==> src/hw/eau_defs.vh <==
`ifndef EAU_DEFS_VH
`define EAU_DEFS_VH

// Addressing modes presented by the decoder
`define EAU_M_DREG 4'h0
`define EAU_M_AREG 4'h1
`define EAU_M_IND 4'h2
`define EAU_M_POST 4'h3
`define EAU_M_PRE 4'h4
`define EAU_M_DISP 4'h5
`define EAU_M_INDEX 4'h6
`define EAU_M_ABSW 4'h7
`define EAU_M_ABSL 4'h8
`define EAU_M_PCDISP 4'h9
`define EAU_M_PCIDX 4'ha
`define EAU_M_IMM 4'hb
`define EAU_M_QUICK 4'hc
`define EAU_M_IMPL 4'hd

// Operand sizes
`define EAU_SZ_BYTE 2'h0
`define EAU_SZ_WORD 2'h1
`define EAU_SZ_LONG 2'h2
`define EAU_SZ_BAD 2'h3

// Implied register selections
`define EAU_I_STATUS 3'h0
`define EAU_I_USER_SP 3'h1
`define EAU_I_SUPV_SP 3'h2
`define EAU_I_PC 3'h3
`define EAU_I_VEC_BASE 3'h4
`define EAU_I_SRC_FC 3'h5
`define EAU_I_DST_FC 3'h6

// General register file indices
`define EAU_NREGS 17
`define EAU_AREG_BASE 2'b01
`define EAU_USER_SP_IDX 5'h0f
`define EAU_SUPV_SP_IDX 5'h10
`define EAU_SP_NUM 3'h7

// Status word layout and reset
`define EAU_SW_RST 16'h2700
`define EAU_SW_MASK 16'ha71f
`define EAU_SW_S 13
`define EAU_VEC_BASE_RST 32'h00000000
`define EAU_FC_RST 3'h0

// Increment steps
`define EAU_STEP_BYTE 3'h1
`define EAU_STEP_WORD 3'h2
`define EAU_STEP_LONG 3'h4

// Register bus map (byte addresses)
`define EAU_A_SW 8'h00
`define EAU_A_VEC_BASE 8'h04
`define EAU_A_SRC_FC 8'h08
`define EAU_A_DST_FC 8'h0c
`define EAU_A_LAST_ADDR 8'h10
`define EAU_A_STAT 8'h14
`define EAU_A_GPR 8'h80

// Bus responses
`define EAU_RESP_OKAY 2'h0
`define EAU_RESP_SLVERR 2'h2

`endif

==> src/hw/eau_regfile.v <==
`include "eau_defs.vh"

module eau_regfile (
	// Clock and reset
	input wire clk,
	input wire rst,
	// Write port
	input wire we,
	input wire [4:0] wsel,
	input wire [1:0] wsize,
	input wire [31:0] wdata,
	// Read ports, registered data
	input wire [4:0] rsel_a,
	input wire [4:0] rsel_b,
	output reg [31:0] rdata_a,
	output reg [31:0] rdata_b
);

	reg [31:0] mem [0:`EAU_NREGS-1];
	reg [31:0] merged;
	integer i;

	// Data registers merge sub-widths; address registers sign-extend words, drop bytes
	always @*
	begin
		merged = mem[wsel];
		if (wsel < 5'h08)
		begin
			case (wsize)
				`EAU_SZ_BYTE: merged = {mem[wsel][31:8], wdata[7:0]};
				`EAU_SZ_WORD: merged = {mem[wsel][31:16], wdata[15:0]};
				default: merged = wdata;
			endcase
		end
		else
		begin
			case (wsize)
				`EAU_SZ_WORD: merged = {{16{wdata[15]}}, wdata[15:0]};
				`EAU_SZ_LONG: merged = wdata;
				default: merged = mem[wsel];
			endcase
		end
	end

	always @(posedge clk or posedge rst)
	begin
		if (rst)
		begin
			for (i = 0; i < `EAU_NREGS; i = i + 1)
				mem[i] <= 32'h00000000;
			rdata_a <= 32'h00000000;
			rdata_b <= 32'h00000000;
		end
		else
		begin
			if (we)
				mem[wsel] <= merged;
			rdata_a <= mem[rsel_a];
			rdata_b <= mem[rsel_b];
		end
	end

endmodule // eau_regfile

==> src/hw/eau_agen.v <==
module eau_agen (
	// Address terms
	input wire [31:0] base,
	input wire [31:0] index,
	input wire [31:0] disp,
	// Sum, modulo 2^32
	output wire [31:0] sum
);

	assign sum = base + index + disp;

endmodule // eau_agen

==> src/hw/eau_unit.v <==
// Overview of operation
// - Seventeen 32-bit data, address, stack registers
// - Data registers take byte, word, long
// - Address registers take word and long only
// - Any data or address register may be index, address 7 the current stack
// - Status word: mask, flags, trace, supervisor
// - Vector base register locates vector table
// - Source and destination alternate function codes
// - Absolute address from one or two words
// - PC relative: PC plus sixteen-bit displacement
// - PC indexed: PC plus index plus byte displacement
// - Indirect is register, optionally plus displacement
// - Indexed indirect: register, index, byte displacement
// - Postincrement uses register, then adds size
// - Predecrement subtracts size, then uses it
// - Implied selects status, stack, PC, base, codes
// - Step 1/2/4; stack byte steps 2
`include "eau_defs.vh"

module eau_unit (
	// Clock and reset
	input wire clk,
	input wire rst,
	// Decoder request
	input wire req_valid,
	output wire req_ready,
	input wire [3:0] req_mode,
	input wire [2:0] req_reg,
	input wire [1:0] req_size,
	input wire [3:0] req_xsel,
	input wire req_xlong,
	input wire [15:0] req_ext0,
	input wire [15:0] req_ext1,
	input wire [31:0] req_pc,
	input wire [2:0] req_quick,
	input wire [2:0] req_impl,
	// Result to bus interface
	output wire done,
	output wire is_mem,
	output wire bad_mode,
	output wire [31:0] effective_address,
	output wire [31:0] operand,
	// Control register view
	output wire [15:0] status_word,
	output wire [31:0] vector_table_base,
	output wire [2:0] source_alt_fn_code,
	output wire [2:0] dest_alt_fn_code,
	// AXI4-Lite slave
	input wire [7:0] s_axi_awaddr,
	input wire s_axi_awvalid,
	output wire s_axi_awready,
	input wire [31:0] s_axi_wdata,
	input wire [3:0] s_axi_wstrb,
	input wire s_axi_wvalid,
	output wire s_axi_wready,
	output wire [1:0] s_axi_bresp,
	output wire s_axi_bvalid,
	input wire s_axi_bready,
	input wire [7:0] s_axi_araddr,
	input wire s_axi_arvalid,
	output wire s_axi_arready,
	output wire [31:0] s_axi_rdata,
	output wire [1:0] s_axi_rresp,
	output wire s_axi_rvalid,
	input wire s_axi_rready
);

	localparam ST_IDLE = 3'b001;
	localparam ST_RD = 3'b010;
	localparam ST_CALC = 3'b100;

	// Address register n, with n = 7 the stack pointer of the current state
	function [4:0] map_a;
		input [2:0] n;
		input s;
		begin
			if (n == `EAU_SP_NUM)
				map_a = s ? `EAU_SUPV_SP_IDX : `EAU_USER_SP_IDX;
			else
				map_a = {`EAU_AREG_BASE, n};
		end
	endfunction

	function [4:0] map_x;
		input [3:0] x;
		input s;
		map_x = x[3] ? map_a(x[2:0], s) : {2'b00, x[2:0]};
	endfunction

	function gpr_ok;
		input [7:0] a;
		gpr_ok = a[7] && (a[1:0] == 2'b00) && (a[6:2] < `EAU_NREGS);
	endfunction

	function [1:0] strb_size;
		input [3:0] s;
		case (s)
			4'h1: strb_size = `EAU_SZ_BYTE;
			4'h3: strb_size = `EAU_SZ_WORD;
			4'hf: strb_size = `EAU_SZ_LONG;
			default: strb_size = `EAU_SZ_BAD;
		endcase
	endfunction

	reg [2:0] st_r;
	reg [2:0] st_nxt;
	reg req_ready_r;
	reg [3:0] mode_r;
	reg [4:0] asel_r;
	reg [4:0] xsel_r;
	reg [1:0] size_r;
	reg sp_r;
	reg xlong_r;
	reg [15:0] ext0_r;
	reg [15:0] ext1_r;
	reg [31:0] pc_r;
	reg [2:0] quick_r;
	reg [2:0] impl_r;
	reg done_r;
	reg is_mem_r;
	reg bad_mode_r;
	reg [31:0] eff_addr_r;
	reg [31:0] operand_r;
	reg [15:0] status_word_r;
	reg [31:0] vec_base_r;
	reg [2:0] src_fc_r;
	reg [2:0] dst_fc_r;
	reg awready_r;
	reg wready_r;
	reg aw_hold_r;
	reg w_hold_r;
	reg [7:0] awaddr_r;
	reg [31:0] wdata_r;
	reg [3:0] wstrb_r;
	reg bvalid_r;
	reg [1:0] bresp_r;
	reg arready_r;
	reg ar_hold_r;
	reg rd_wait_r;
	reg [7:0] araddr_r;
	reg rvalid_r;
	reg [31:0] rdata_r;
	reg [1:0] rresp_r;
	reg [31:0] eff_addr_nxt;
	reg [31:0] opnd_nxt;
	reg mem_nxt;
	reg bad_nxt;
	reg [31:0] disp;
	reg [31:0] rd_nxt;
	reg [1:0] rresp_nxt;
	reg [1:0] bresp_nxt;

	wire [31:0] rdata_a;
	wire [31:0] rdata_b;
	wire [31:0] agen_sum;
	wire take = req_valid && req_ready_r;
	wire is_pc = (mode_r == `EAU_M_PCDISP) || (mode_r == `EAU_M_PCIDX);
	wire is_idx = (mode_r == `EAU_M_INDEX) || (mode_r == `EAU_M_PCIDX);
	wire is_post = (mode_r == `EAU_M_POST);
	wire is_pre = (mode_r == `EAU_M_PRE);
	wire fsm_wb = (st_r == ST_CALC) && (is_post || is_pre);
	wire [31:0] xval = xlong_r ? rdata_b : {{16{rdata_b[15]}}, rdata_b[15:0]};
	wire [31:0] disp_sixteen = {{16{ext0_r[15]}}, ext0_r};
	wire [31:0] disp_eight = {{24{ext0_r[7]}}, ext0_r[7:0]};
	wire [15:0] sw_mask = `EAU_SW_MASK;
	wire [2:0] step = (size_r == `EAU_SZ_BYTE) ? (sp_r ? `EAU_STEP_WORD : `EAU_STEP_BYTE) :
		(size_r == `EAU_SZ_WORD) ? `EAU_STEP_WORD : `EAU_STEP_LONG;
	wire [31:0] step32 = {29'h0, step};
	wire [1:0] wr_size = strb_size(wstrb_r);
	wire wr_gpr = gpr_ok(awaddr_r);
	wire aw_take = s_axi_awvalid && awready_r;
	wire w_take = s_axi_wvalid && wready_r;
	wire do_wr = aw_hold_r && w_hold_r && !bvalid_r && !fsm_wb;
	wire gpr_bad = (wr_size == `EAU_SZ_BAD) ||
		((awaddr_r[6:2] >= 5'h08) && (wr_size == `EAU_SZ_BYTE));
	wire rf_we = fsm_wb || (do_wr && wr_gpr && !gpr_bad);
	wire [4:0] rf_wsel = fsm_wb ? asel_r : awaddr_r[6:2];
	wire [1:0] rf_wsize = fsm_wb ? `EAU_SZ_LONG : wr_size;
	wire [31:0] rf_wdata = fsm_wb ? (is_post ? rdata_a + step32 : agen_sum) : wdata_r;
	wire rd_issue = ar_hold_r && !rd_wait_r && (st_r == ST_IDLE);
	wire [4:0] rf_rsel_a = (st_r == ST_RD) ? asel_r : araddr_r[6:2];
	wire ar_hold_nxt = rd_wait_r ? 1'b0 : (s_axi_arvalid && arready_r) ? 1'b1 : ar_hold_r;
	wire rvalid_nxt = rd_wait_r || (rvalid_r && !s_axi_rready);
	wire aw_hold_nxt = do_wr ? 1'b0 : aw_take ? 1'b1 : aw_hold_r;
	wire w_hold_nxt = do_wr ? 1'b0 : w_take ? 1'b1 : w_hold_r;
	wire bvalid_nxt = do_wr || (bvalid_r && !s_axi_bready);

	eau_regfile u_regfile (
		.clk(clk),
		.rst(rst),
		.we(rf_we),
		.wsel(rf_wsel),
		.wsize(rf_wsize),
		.wdata(rf_wdata),
		.rsel_a(rf_rsel_a),
		.rsel_b(xsel_r),
		.rdata_a(rdata_a),
		.rdata_b(rdata_b)
	);

	eau_agen u_agen (
		.base(is_pc ? pc_r : rdata_a),
		.index(is_idx ? xval : 32'h00000000),
		.disp(disp),
		.sum(agen_sum)
	);

	always @*
	begin
		case (mode_r)
			`EAU_M_DISP: disp = disp_sixteen;
			`EAU_M_PCDISP: disp = disp_sixteen;
			`EAU_M_INDEX: disp = disp_eight;
			`EAU_M_PCIDX: disp = disp_eight;
			`EAU_M_PRE: disp = 32'h00000000 - step32;
			default: disp = 32'h00000000;
		endcase
	end

	// Address or operand for the captured mode
	always @*
	begin
		eff_addr_nxt = eff_addr_r;
		opnd_nxt = operand_r;
		mem_nxt = 1'b1;
		bad_nxt = 1'b0;
		case (mode_r)
			`EAU_M_DREG, `EAU_M_AREG:
			begin
				opnd_nxt = rdata_a;
				mem_nxt = 1'b0;
			end
			`EAU_M_IND, `EAU_M_POST: eff_addr_nxt = rdata_a;
			`EAU_M_PRE, `EAU_M_DISP, `EAU_M_INDEX: eff_addr_nxt = agen_sum;
			`EAU_M_PCDISP, `EAU_M_PCIDX: eff_addr_nxt = agen_sum;
			`EAU_M_ABSW: eff_addr_nxt = disp_sixteen;
			`EAU_M_ABSL: eff_addr_nxt = {ext0_r, ext1_r};
			`EAU_M_IMM:
			begin
				mem_nxt = 1'b0;
				case (size_r)
					`EAU_SZ_BYTE: opnd_nxt = {24'h0, ext0_r[7:0]};
					`EAU_SZ_WORD: opnd_nxt = {16'h0, ext0_r};
					default: opnd_nxt = {ext0_r, ext1_r};
				endcase
			end
			`EAU_M_QUICK:
			begin
				mem_nxt = 1'b0;
				opnd_nxt = (quick_r == 3'h0) ? 32'h00000008 : {29'h0, quick_r};
			end
			`EAU_M_IMPL:
			begin
				mem_nxt = 1'b0;
				case (impl_r)
					`EAU_I_STATUS: opnd_nxt = {16'h0, status_word_r};
					`EAU_I_USER_SP, `EAU_I_SUPV_SP: opnd_nxt = rdata_a;
					`EAU_I_PC: opnd_nxt = pc_r;
					`EAU_I_VEC_BASE: opnd_nxt = vec_base_r;
					`EAU_I_SRC_FC: opnd_nxt = {29'h0, src_fc_r};
					`EAU_I_DST_FC: opnd_nxt = {29'h0, dst_fc_r};
					default: bad_nxt = 1'b1;
				endcase
			end
			default:
			begin
				mem_nxt = 1'b0;
				bad_nxt = 1'b1;
			end
		endcase
	end

	always @*
	begin
		case (st_r)
			ST_IDLE: st_nxt = take ? ST_RD : ST_IDLE;
			ST_RD: st_nxt = ST_CALC;
			ST_CALC: st_nxt = ST_IDLE;
			default: st_nxt = ST_IDLE;
		endcase
	end

	// Capture request and produce result
	always @(posedge clk or posedge rst)
	begin
		if (rst)
		begin
			st_r <= ST_IDLE;
			req_ready_r <= 1'b0;
			mode_r <= `EAU_M_DREG;
			asel_r <= 5'h00;
			xsel_r <= 5'h00;
			size_r <= `EAU_SZ_BYTE;
			sp_r <= 1'b0;
			xlong_r <= 1'b0;
			ext0_r <= 16'h0000;
			ext1_r <= 16'h0000;
			pc_r <= 32'h00000000;
			quick_r <= 3'h0;
			impl_r <= 3'h0;
			done_r <= 1'b0;
			is_mem_r <= 1'b0;
			bad_mode_r <= 1'b0;
			eff_addr_r <= 32'h00000000;
			operand_r <= 32'h00000000;
		end
		else
		begin
			st_r <= st_nxt;
			req_ready_r <= (st_nxt == ST_IDLE) && !ar_hold_nxt;
			done_r <= (st_r == ST_CALC);
			if (take)
			begin
				mode_r <= req_mode;
				size_r <= req_size;
				sp_r <= (req_reg == `EAU_SP_NUM);
				xsel_r <= map_x(req_xsel, status_word_r[`EAU_SW_S]);
				xlong_r <= req_xlong;
				ext0_r <= req_ext0;
				ext1_r <= req_ext1;
				pc_r <= req_pc;
				quick_r <= req_quick;
				impl_r <= req_impl;
				if (req_mode == `EAU_M_DREG)
					asel_r <= {2'b00, req_reg};
				else if (req_mode == `EAU_M_IMPL)
					asel_r <= (req_impl == `EAU_I_SUPV_SP) ? `EAU_SUPV_SP_IDX : `EAU_USER_SP_IDX;
				else
					asel_r <= map_a(req_reg, status_word_r[`EAU_SW_S]);
			end
			if (st_r == ST_CALC)
			begin
				eff_addr_r <= eff_addr_nxt;
				operand_r <= opnd_nxt;
				is_mem_r <= mem_nxt;
				bad_mode_r <= bad_nxt;
			end
		end
	end

	// Bus write decode with strobes; unmapped addresses answer SLVERR
	always @*
	begin
		bresp_nxt = `EAU_RESP_OKAY;
		if (wr_gpr)
			bresp_nxt = gpr_bad ? `EAU_RESP_SLVERR : `EAU_RESP_OKAY;
		else if ((awaddr_r != `EAU_A_SW) && (awaddr_r != `EAU_A_VEC_BASE) &&
			(awaddr_r != `EAU_A_SRC_FC) && (awaddr_r != `EAU_A_DST_FC) &&
			(awaddr_r != `EAU_A_LAST_ADDR) && (awaddr_r != `EAU_A_STAT))
			bresp_nxt = `EAU_RESP_SLVERR;
	end

	always @*
	begin
		rresp_nxt = `EAU_RESP_OKAY;
		case (araddr_r)
			`EAU_A_SW: rd_nxt = {16'h0, status_word_r};
			`EAU_A_VEC_BASE: rd_nxt = vec_base_r;
			`EAU_A_SRC_FC: rd_nxt = {29'h0, src_fc_r};
			`EAU_A_DST_FC: rd_nxt = {29'h0, dst_fc_r};
			`EAU_A_LAST_ADDR: rd_nxt = eff_addr_r;
			`EAU_A_STAT: rd_nxt = {29'h0, st_r};
			default:
			begin
				rd_nxt = gpr_ok(araddr_r) ? rdata_a : 32'h00000000;
				rresp_nxt = gpr_ok(araddr_r) ? `EAU_RESP_OKAY : `EAU_RESP_SLVERR;
			end
		endcase
	end

	always @(posedge clk or posedge rst)
	begin
		if (rst)
		begin
			status_word_r <= `EAU_SW_RST;
			vec_base_r <= `EAU_VEC_BASE_RST;
			src_fc_r <= `EAU_FC_RST;
			dst_fc_r <= `EAU_FC_RST;
			awready_r <= 1'b0;
			wready_r <= 1'b0;
			aw_hold_r <= 1'b0;
			w_hold_r <= 1'b0;
			awaddr_r <= 8'h00;
			wdata_r <= 32'h00000000;
			wstrb_r <= 4'h0;
			bvalid_r <= 1'b0;
			bresp_r <= `EAU_RESP_OKAY;
			arready_r <= 1'b0;
			ar_hold_r <= 1'b0;
			rd_wait_r <= 1'b0;
			araddr_r <= 8'h00;
			rvalid_r <= 1'b0;
			rdata_r <= 32'h00000000;
			rresp_r <= `EAU_RESP_OKAY;
		end
		else
		begin
			aw_hold_r <= aw_hold_nxt;
			w_hold_r <= w_hold_nxt;
			bvalid_r <= bvalid_nxt;
			awready_r <= !aw_hold_nxt && !bvalid_nxt;
			wready_r <= !w_hold_nxt && !bvalid_nxt;
			if (aw_take)
				awaddr_r <= s_axi_awaddr;
			if (w_take)
			begin
				wdata_r <= s_axi_wdata;
				wstrb_r <= s_axi_wstrb;
			end
			if (do_wr)
			begin
				bresp_r <= bresp_nxt;
				if (awaddr_r == `EAU_A_SW)
				begin
					if (wstrb_r[0])
						status_word_r[7:0] <= wdata_r[7:0] & sw_mask[7:0];
					if (wstrb_r[1])
						status_word_r[15:8] <= wdata_r[15:8] & sw_mask[15:8];
				end
				if (awaddr_r == `EAU_A_VEC_BASE)
				begin
					if (wstrb_r[0])
						vec_base_r[7:0] <= wdata_r[7:0];
					if (wstrb_r[1])
						vec_base_r[15:8] <= wdata_r[15:8];
					if (wstrb_r[2])
						vec_base_r[23:16] <= wdata_r[23:16];
					if (wstrb_r[3])
						vec_base_r[31:24] <= wdata_r[31:24];
				end
				if ((awaddr_r == `EAU_A_SRC_FC) && wstrb_r[0])
					src_fc_r <= wdata_r[2:0];
				if ((awaddr_r == `EAU_A_DST_FC) && wstrb_r[0])
					dst_fc_r <= wdata_r[2:0];
			end
			ar_hold_r <= ar_hold_nxt;
			rd_wait_r <= rd_issue;
			rvalid_r <= rvalid_nxt;
			arready_r <= !ar_hold_nxt && !rvalid_nxt;
			if (s_axi_arvalid && arready_r)
				araddr_r <= s_axi_araddr;
			if (rd_wait_r)
			begin
				rdata_r <= rd_nxt;
				rresp_r <= rresp_nxt;
			end
		end
	end

	assign req_ready = req_ready_r;
	assign done = done_r;
	assign is_mem = is_mem_r;
	assign bad_mode = bad_mode_r;
	assign effective_address = eff_addr_r;
	assign operand = operand_r;
	assign status_word = status_word_r;
	assign vector_table_base = vec_base_r;
	assign source_alt_fn_code = src_fc_r;
	assign dest_alt_fn_code = dst_fc_r;
	assign s_axi_awready = awready_r;
	assign s_axi_wready = wready_r;
	assign s_axi_bresp = bresp_r;
	assign s_axi_bvalid = bvalid_r;
	assign s_axi_arready = arready_r;
	assign s_axi_rdata = rdata_r;
	assign s_axi_rresp = rresp_r;
	assign s_axi_rvalid = rvalid_r;

endmodule // eau_unit

==> config.mk <==
export PLATFORM = sky130hd
export DESIGN_NAME = eau_unit
export DESIGN_NICKNAME = d
export VERILOG_FILES = /design/src/hw/eau_regfile.v /design/src/hw/eau_agen.v /design/src/hw/eau_unit.v
export VERILOG_INCLUDE_DIRS = /design/src /design/src/hw
export SDC_FILE = /design/constraint.sdc
export NUM_CORES = 2
export LEC_CHECK = 0
export BUFFER_PORTS_ARGS = -buffer_cell sky130_fd_sc_hd__buf_4
export CAP_MARGIN = 0
export CORE_ASPECT_RATIO = 1.25
export CORE_MARGIN = 4
export CORE_UTILIZATION = 50
export CTS_CLUSTER_DIAMETER = 80
export DETAILED_ROUTE_END_ITERATION = 12
export PLACE_DENSITY = 0.67
export SLEW_MARGIN = 5
export SYNTH_ARGS = -nofsm -noshare
export SYNTH_HDL_FRONTEND = slang
export SYNTH_SLANG_ARGS = --single-unit
==> constraint.sdc <==
create_clock -name clk -period 44.5 [get_ports clk]
set_clock_uncertainty 0.15 [all_clocks]
set_input_delay 8.9 -clock clk [delete_from_list [all_inputs] [get_ports clk]]
set_output_delay 8.9 -clock clk [all_outputs]
set_load 0.005 [all_outputs]
---- Word-level counts from Yosys, hierarchy flattened ----
Index checks and enable logic that the tools add are counted.
word-level totals
  flip-flop bits (word level) ............. 912
  output and inout port bits .............. 163
  logic and storage cells ................. 265
operators by class
  $add $sub $neg .......................... 4
  order comparisons ....................... 8
  equality and inequality tests ........... 48
  mux-type cells .......................... 58
  bitwise logic cells ..................... 3
  reductions and logical operators ........ 83
operator list
  kind                count
  $bwmux 544          1
  $bmux 32 s5         3
  $mux 32             14
  $pmux 32 s6         2
  $pmux 32 s4         2
  $pmux 32 s2         3
  $demux 32 s5        1
  $pmux 32 s3         1
  $add 32x32->32      2
  $mux 5              9
  $add 32x3->32       1
  $eq 4x4->1 const B  8
  $eq 8x4->1 const B  4
  $logic_and 1x1->1   31
  $reduce_and 3->1    7
  $eq 3x3->1 const B  6
  $ge 6x6->1 const B  3
  $not 5->6           3
  $eq 4x3->1 const B  4
  $eq 8x3->1 const B  2
  $eq 8x5->1 const B  2
  $logic_not 8->1     2
  $mux 2              8
  $ne 8x4->1 const B  2
  34 further kinds    83

---- Depth between registers and ports, before layout ----
  word-level depth ........................ 11
  depth in mapped cells ................... 23

---- By module ----
A second synthesis with hierarchy kept.
second synthesis, totals
  cells, all modules ...................... 5028
  area total of the unflattened synthesis .. 53757.8 sq um
modules (own cells, without submodules)
  module       instances  cells each  area an instance (sq um)  sequential area each (sq um)
  eau_regfile  1          2962        34724.6                   15214.6
  eau_unit     1          1807        16772.3                   7563.5
  eau_agen     1          259         2260.9                    0.0

---- Worst setup path after synthesis ----
OpenSTA, ideal clock, no wires.
  path kind ............................... input port to flip-flop
  start point ............................. input port s_axi_wvalid
  end point ............................... register wdata_r[10]
  setup time .............................. 0.125 ns
  arrival time ............................ 10.072 ns
  required time ........................... 44.225 ns
  setup slack ............................. 34.153 ns
  cell stages on the path ................. 4
  path through ............................ and2_1 > clkbuf_1 > clkbuf_1 > mux2_2
on the way
  word-level cells in the longest chain between the ends .. 1
RTL lines
  what                  line            RTL
  start, declared       eau_unit.v:54   input wire s_axi_wvalid,
  $logic_and 1x1->1     eau_unit.v:172  wire w_take = s_axi_wvalid && wready_r;
  end signal, assigned  eau_unit.v:407  wdata_r <= s_axi_wdata;
  end, declared         eau_unit.v:133  reg [31:0] wdata_r;
Every way passes these cells.
A chain may end at the register's enable or synchronous reset.

==> summary.txt <==
Outcome
  – Status: finished clean

Yosys
  – Synth Instances: 5,710
  – Number of synthesized flops with an enable pin: 0
  – Largest family of logic cells by synthesized area: compound AO/OA/AOI/OAI gates
  – Synth top area cells: dfrtp_1 41%, mux4_2 8.5%, nand2_1 7.2%, o21ai_0 5.2%, mux2_2 4.2%
  – Async set-reset flop share out of synthesis: 100%
  – Seq/Total Area, Yosys: 41.6%
  – Mean area per synthesized cell: 9.59 um^2
  – Post-Synth Adder-Cell Area: 2.20%
  – Simple-gate share of the synthesized area: 12.8%
  – Most used DFF post-synth: dfrtp_1
  – Area leader, netlist: dfrtp_1
  – Compound-cell area share of the yosys netlist: 23.2%
  – Seq cells post-synth: 910
  – Netlist cell types: 107
  – Synth top area share: 41.3%
  – Mux contribution to synthesized area: 14.1%
  – Synthesized cell area: 54,800 um^2
  – Synthesis Warnings: 0
  – Xor and xnor area share after synthesis: 0.841%

Floorplan
  – Die area: 115,000 um^2
  – I/O pin count: 307
  – Starting Density: 50.4%
  – Chip height: 378 um
  – Die Width: 304 um
  – Core area: 109,000 um^2
  – # rows: 135

Min path
  – Hold path cells: 1
  – WHS Endpoint: s_axi_arready$_DFF_PP0_
  – Worst min path class: reg -> reg
  – Start point of the worst hold path: ar_hold_r$_DFF_PP0_

Worst setup path
  – CP Max Fanout: 140
  – Critical Path End Type: asynchronous set/reset pin
  – Startpoint Class: input pin
  – Reg2reg path depth: 16
  – CP Data Arrival Time: 12.12 ns
  – Worst setup startpoint: rst
  – Reg-to-Reg End: u_regfile.mem[537]$_DFFE_PP0P_
  – Worst Path Required: 45.08 ns
  – Crit Path Category: in -> async
  – R2r startpoint: mode_r[3]$_DFFE_PP0P_
  – R2R setup slack: 37.55 ns

Placed design
  – Port Buffers: 298
  – HPWL after DPL: 138,000 um
  – RePlAce Congestion: 0.940
  – Pre-CTS WS: 32.21 ns
  – Placed cell area: 57,700 um^2

Power and ir drop
  – Psw: 0.00195 W
  – Static Leak: 25.1 nW
  – Pint: 0.00209 W
  – Clk pwr share: 21.2%
  – Power Dens Cells: 66.1 nW/um^2
  – Gate power share: 49.6%
  – Sequential share of power: 29.3%
  – Worst vdd ir: 0.0582 mV
  – Sw Share: 48.2%

Detailed routing
  – Wire per inst: 28.9 um
  – DR vias: 49,000
  – Drt first pass iters: 7
  – Routed Antenna Nets: 0
  – DRT iter0 DRCs: 6,346
  – Vias/cell: 6.78
  – Final WL: 209,000 um
  – Residual DRC: 0

STA
  – Worst-margin pin slew: 1.38 ns
  – Period Utilization, post-route: 25.9%
  – Final hold violations: 0
  – Final setup fails: 0
  – Max Slew Vio Count: 0
  – RSZ-0062 raised after global routing: false
  – Fin Setup TNS: 0 ns
  – Minimum clock period: 11.54 ns
  – Worst slew margin: 6.96%
  – FMAX: 0.0867 GHz
  – Final setup margin: 32.96 ns

Job
  – Max-cap viol count: 0

Global route
  – First-pass GRT wire length: 310,000 um
  – Vias in the first global route: 47,100
  – Initial antenna violation count: 8
  – Grt total ovfl: 0
  – All-Layer GR Usage: 35.5%
  – Largest net degree at the start of global routing: 141

Clocking
  – Clock Latency Late Sink: 0.71 ns
  – H-tree levels: 3
  – Hold Buf Count CTS: 0
  – Clock sink count: 910
  – CTS tree: yes
  – Total CTS buffers: 92
  – Longest Clk Path Bufs: 3
  – Post-CTS Setup Bufs: 0
  – Post-CTS resize count: 0
  – Clock Tree Root: clkbuf_16
  – Worst-path clk slew: 0.06 ns

Cells and area
  – Fill cells: 9,502
  – Final instance area: 61,000 um^2
  – Nets: 5,926
  – Synth-to-Final Area Change: 11.4%
  – Share of post-route cells with drive strength above 1: 19.2%
-- worst max-delay path: stages --
cell	delay, ns
buf_4	0.13
inv_8	0.52
buf_12	0.61
buf_4	0.86
buf_4	0.78
-- how the worst max path moves through the flow --
stage                     cells past startpoint  slack [ns]                        endpoint
final                                         5       32.96  u_regfile.mem[214]$_DFFE_PP0P_
after global routing                          5       32.51  u_regfile.mem[443]$_DFFE_PP0P_
after CTS                                     5       32.96  u_regfile.mem[443]$_DFFE_PP0P_
after detailed placement                      5       32.21  u_regfile.mem[443]$_DFFE_PP0P_
after global placement                        5       32.25  u_regfile.mem[442]$_DFFE_PP0P_
after floorplan                               1        9.87             ar_hold_r$_DFF_PP0_
-- flip-flops by register name (all words and copies together), names as in the netlist, 10 cells and up --
register / count
ext0_r: 16
wdata_r: 32
ext1_r: 16
u_regfile.mem: 544
u_regfile.rdata_b: 32
s_axi_rdata: 32
pc_r: 32
operand: 32
status_word: 10
vector_table_base: 32
effective_address: 32
u_regfile.rdata_a: 32
-- metal layers --
metal | vias up | routed length, um | track usage [%] | share of wire [%]
met5 | - | 95 | 0 | 0.045
met4 | 6 | 15200 | 22.7 | 7.3
met3 | 746 | 23700 | 8.65 | 11
met2 | 3255 | 94000 | 55.6 | 45
met1 | 23900 | 76200 | 44.3 | 36
li1 | 21100 | - | - | -
-- placed cells by master (no fill, tap or decap), types with 74 or more instances in the layout --
master,instances
clkbuf_16,96
and2_1,143
dfrtp_1,898
inv_1,129
nand2_1,1042
mux4_2,206
nor2_1,166
mux2_2,204
a22o_1,101
o21ai_1,83
o21ai_0,573
buf_4,429
a21oi_1,269
a211oi_1,184
a31oi_1,97
a311oi_1,74
a22oi_1,137
-- through the flow --
stage	cells	total power, W	hold WS [ns]	util, %
5_1_grt	7227	0.00419	0.327	56.2
2_1_floorplan	5717	0.00236	0.271	-
3_5_place_dp	7056	0.00312	0.308	53.1
4_1_cts	7227	0.00397	0.315	56.2
3_3_place_gp	7056	0.00310	0.293	53.1
6_report	7230	0.00403	0.313	56.2
-- Yosys cell counts, drive strengths merged (9+ instances only) --
cell / n
a2111oi: 12
a211o: 9
a211oi: 186
a21o: 45
a21oi: 277
a221oi: 61
a222oi: 66
a22o: 101
a22oi: 138
a2bb2oi: 10
a311oi: 74
a31oi: 98
and2: 147
and3: 23
buf: 126
clkbuf: 403
dfrtp: 905
fa: 33
ha: 37
inv: 130
mux2: 209
mux2i: 69
mux4: 206
nand2: 1054
nand2b: 13
nand3: 54
nand4: 17
nor2: 172
nor2b: 29
nor3: 29
nor4: 14
o211ai: 27
o21a: 9
o21ai: 661
o22a: 9
o22ai: 24
o31ai: 59
or3: 13
xnor2: 33
xor2: 17
-- power by group through the flow --
stage	Sequential (W)	Clock, W	Combinational (W)
finish	0.00118	0.000854	0.00200
global route	0.00119	0.000894	0.00210
CTS	0.00117	0.000861	0.00194
detailed placement	0.00118	0	0.00193
global placement	0.00118	0	0.00192
floorplan	0.00105	0	0.00131
-- logic make-up after synthesis --
logic type | count (synthesis)
buffers and inverters | 659
and+or+nand+nor | 1608
xor gates and xnor gates | 51
muxes | 484
other | 1
DFF | 910
AOI/OAI and AO/OA | 1919
adders and majority gates | 78
-- layout make-up --
| cell class | instances | area, um^2 | share of cell area, % |
|---|---|---|---|
| diodes | 3 | 7.51 | 0.0123 |
| inverters | 130 | 495 | 0.812 |
| flip-flops and latches | 910 | 22800 | 37.3 |
| clock inverters | 46 | 641 | 1.05 |
| well taps | 1438 | 1800 | 2.95 |
| multi-input cells | 4148 | 29400 | 48.2 |
| repair buffers | 430 | 3240 | 5.31 |
| clock buffers | 125 | 2670 | 4.38 |
(Power assumes the default switching activity.)
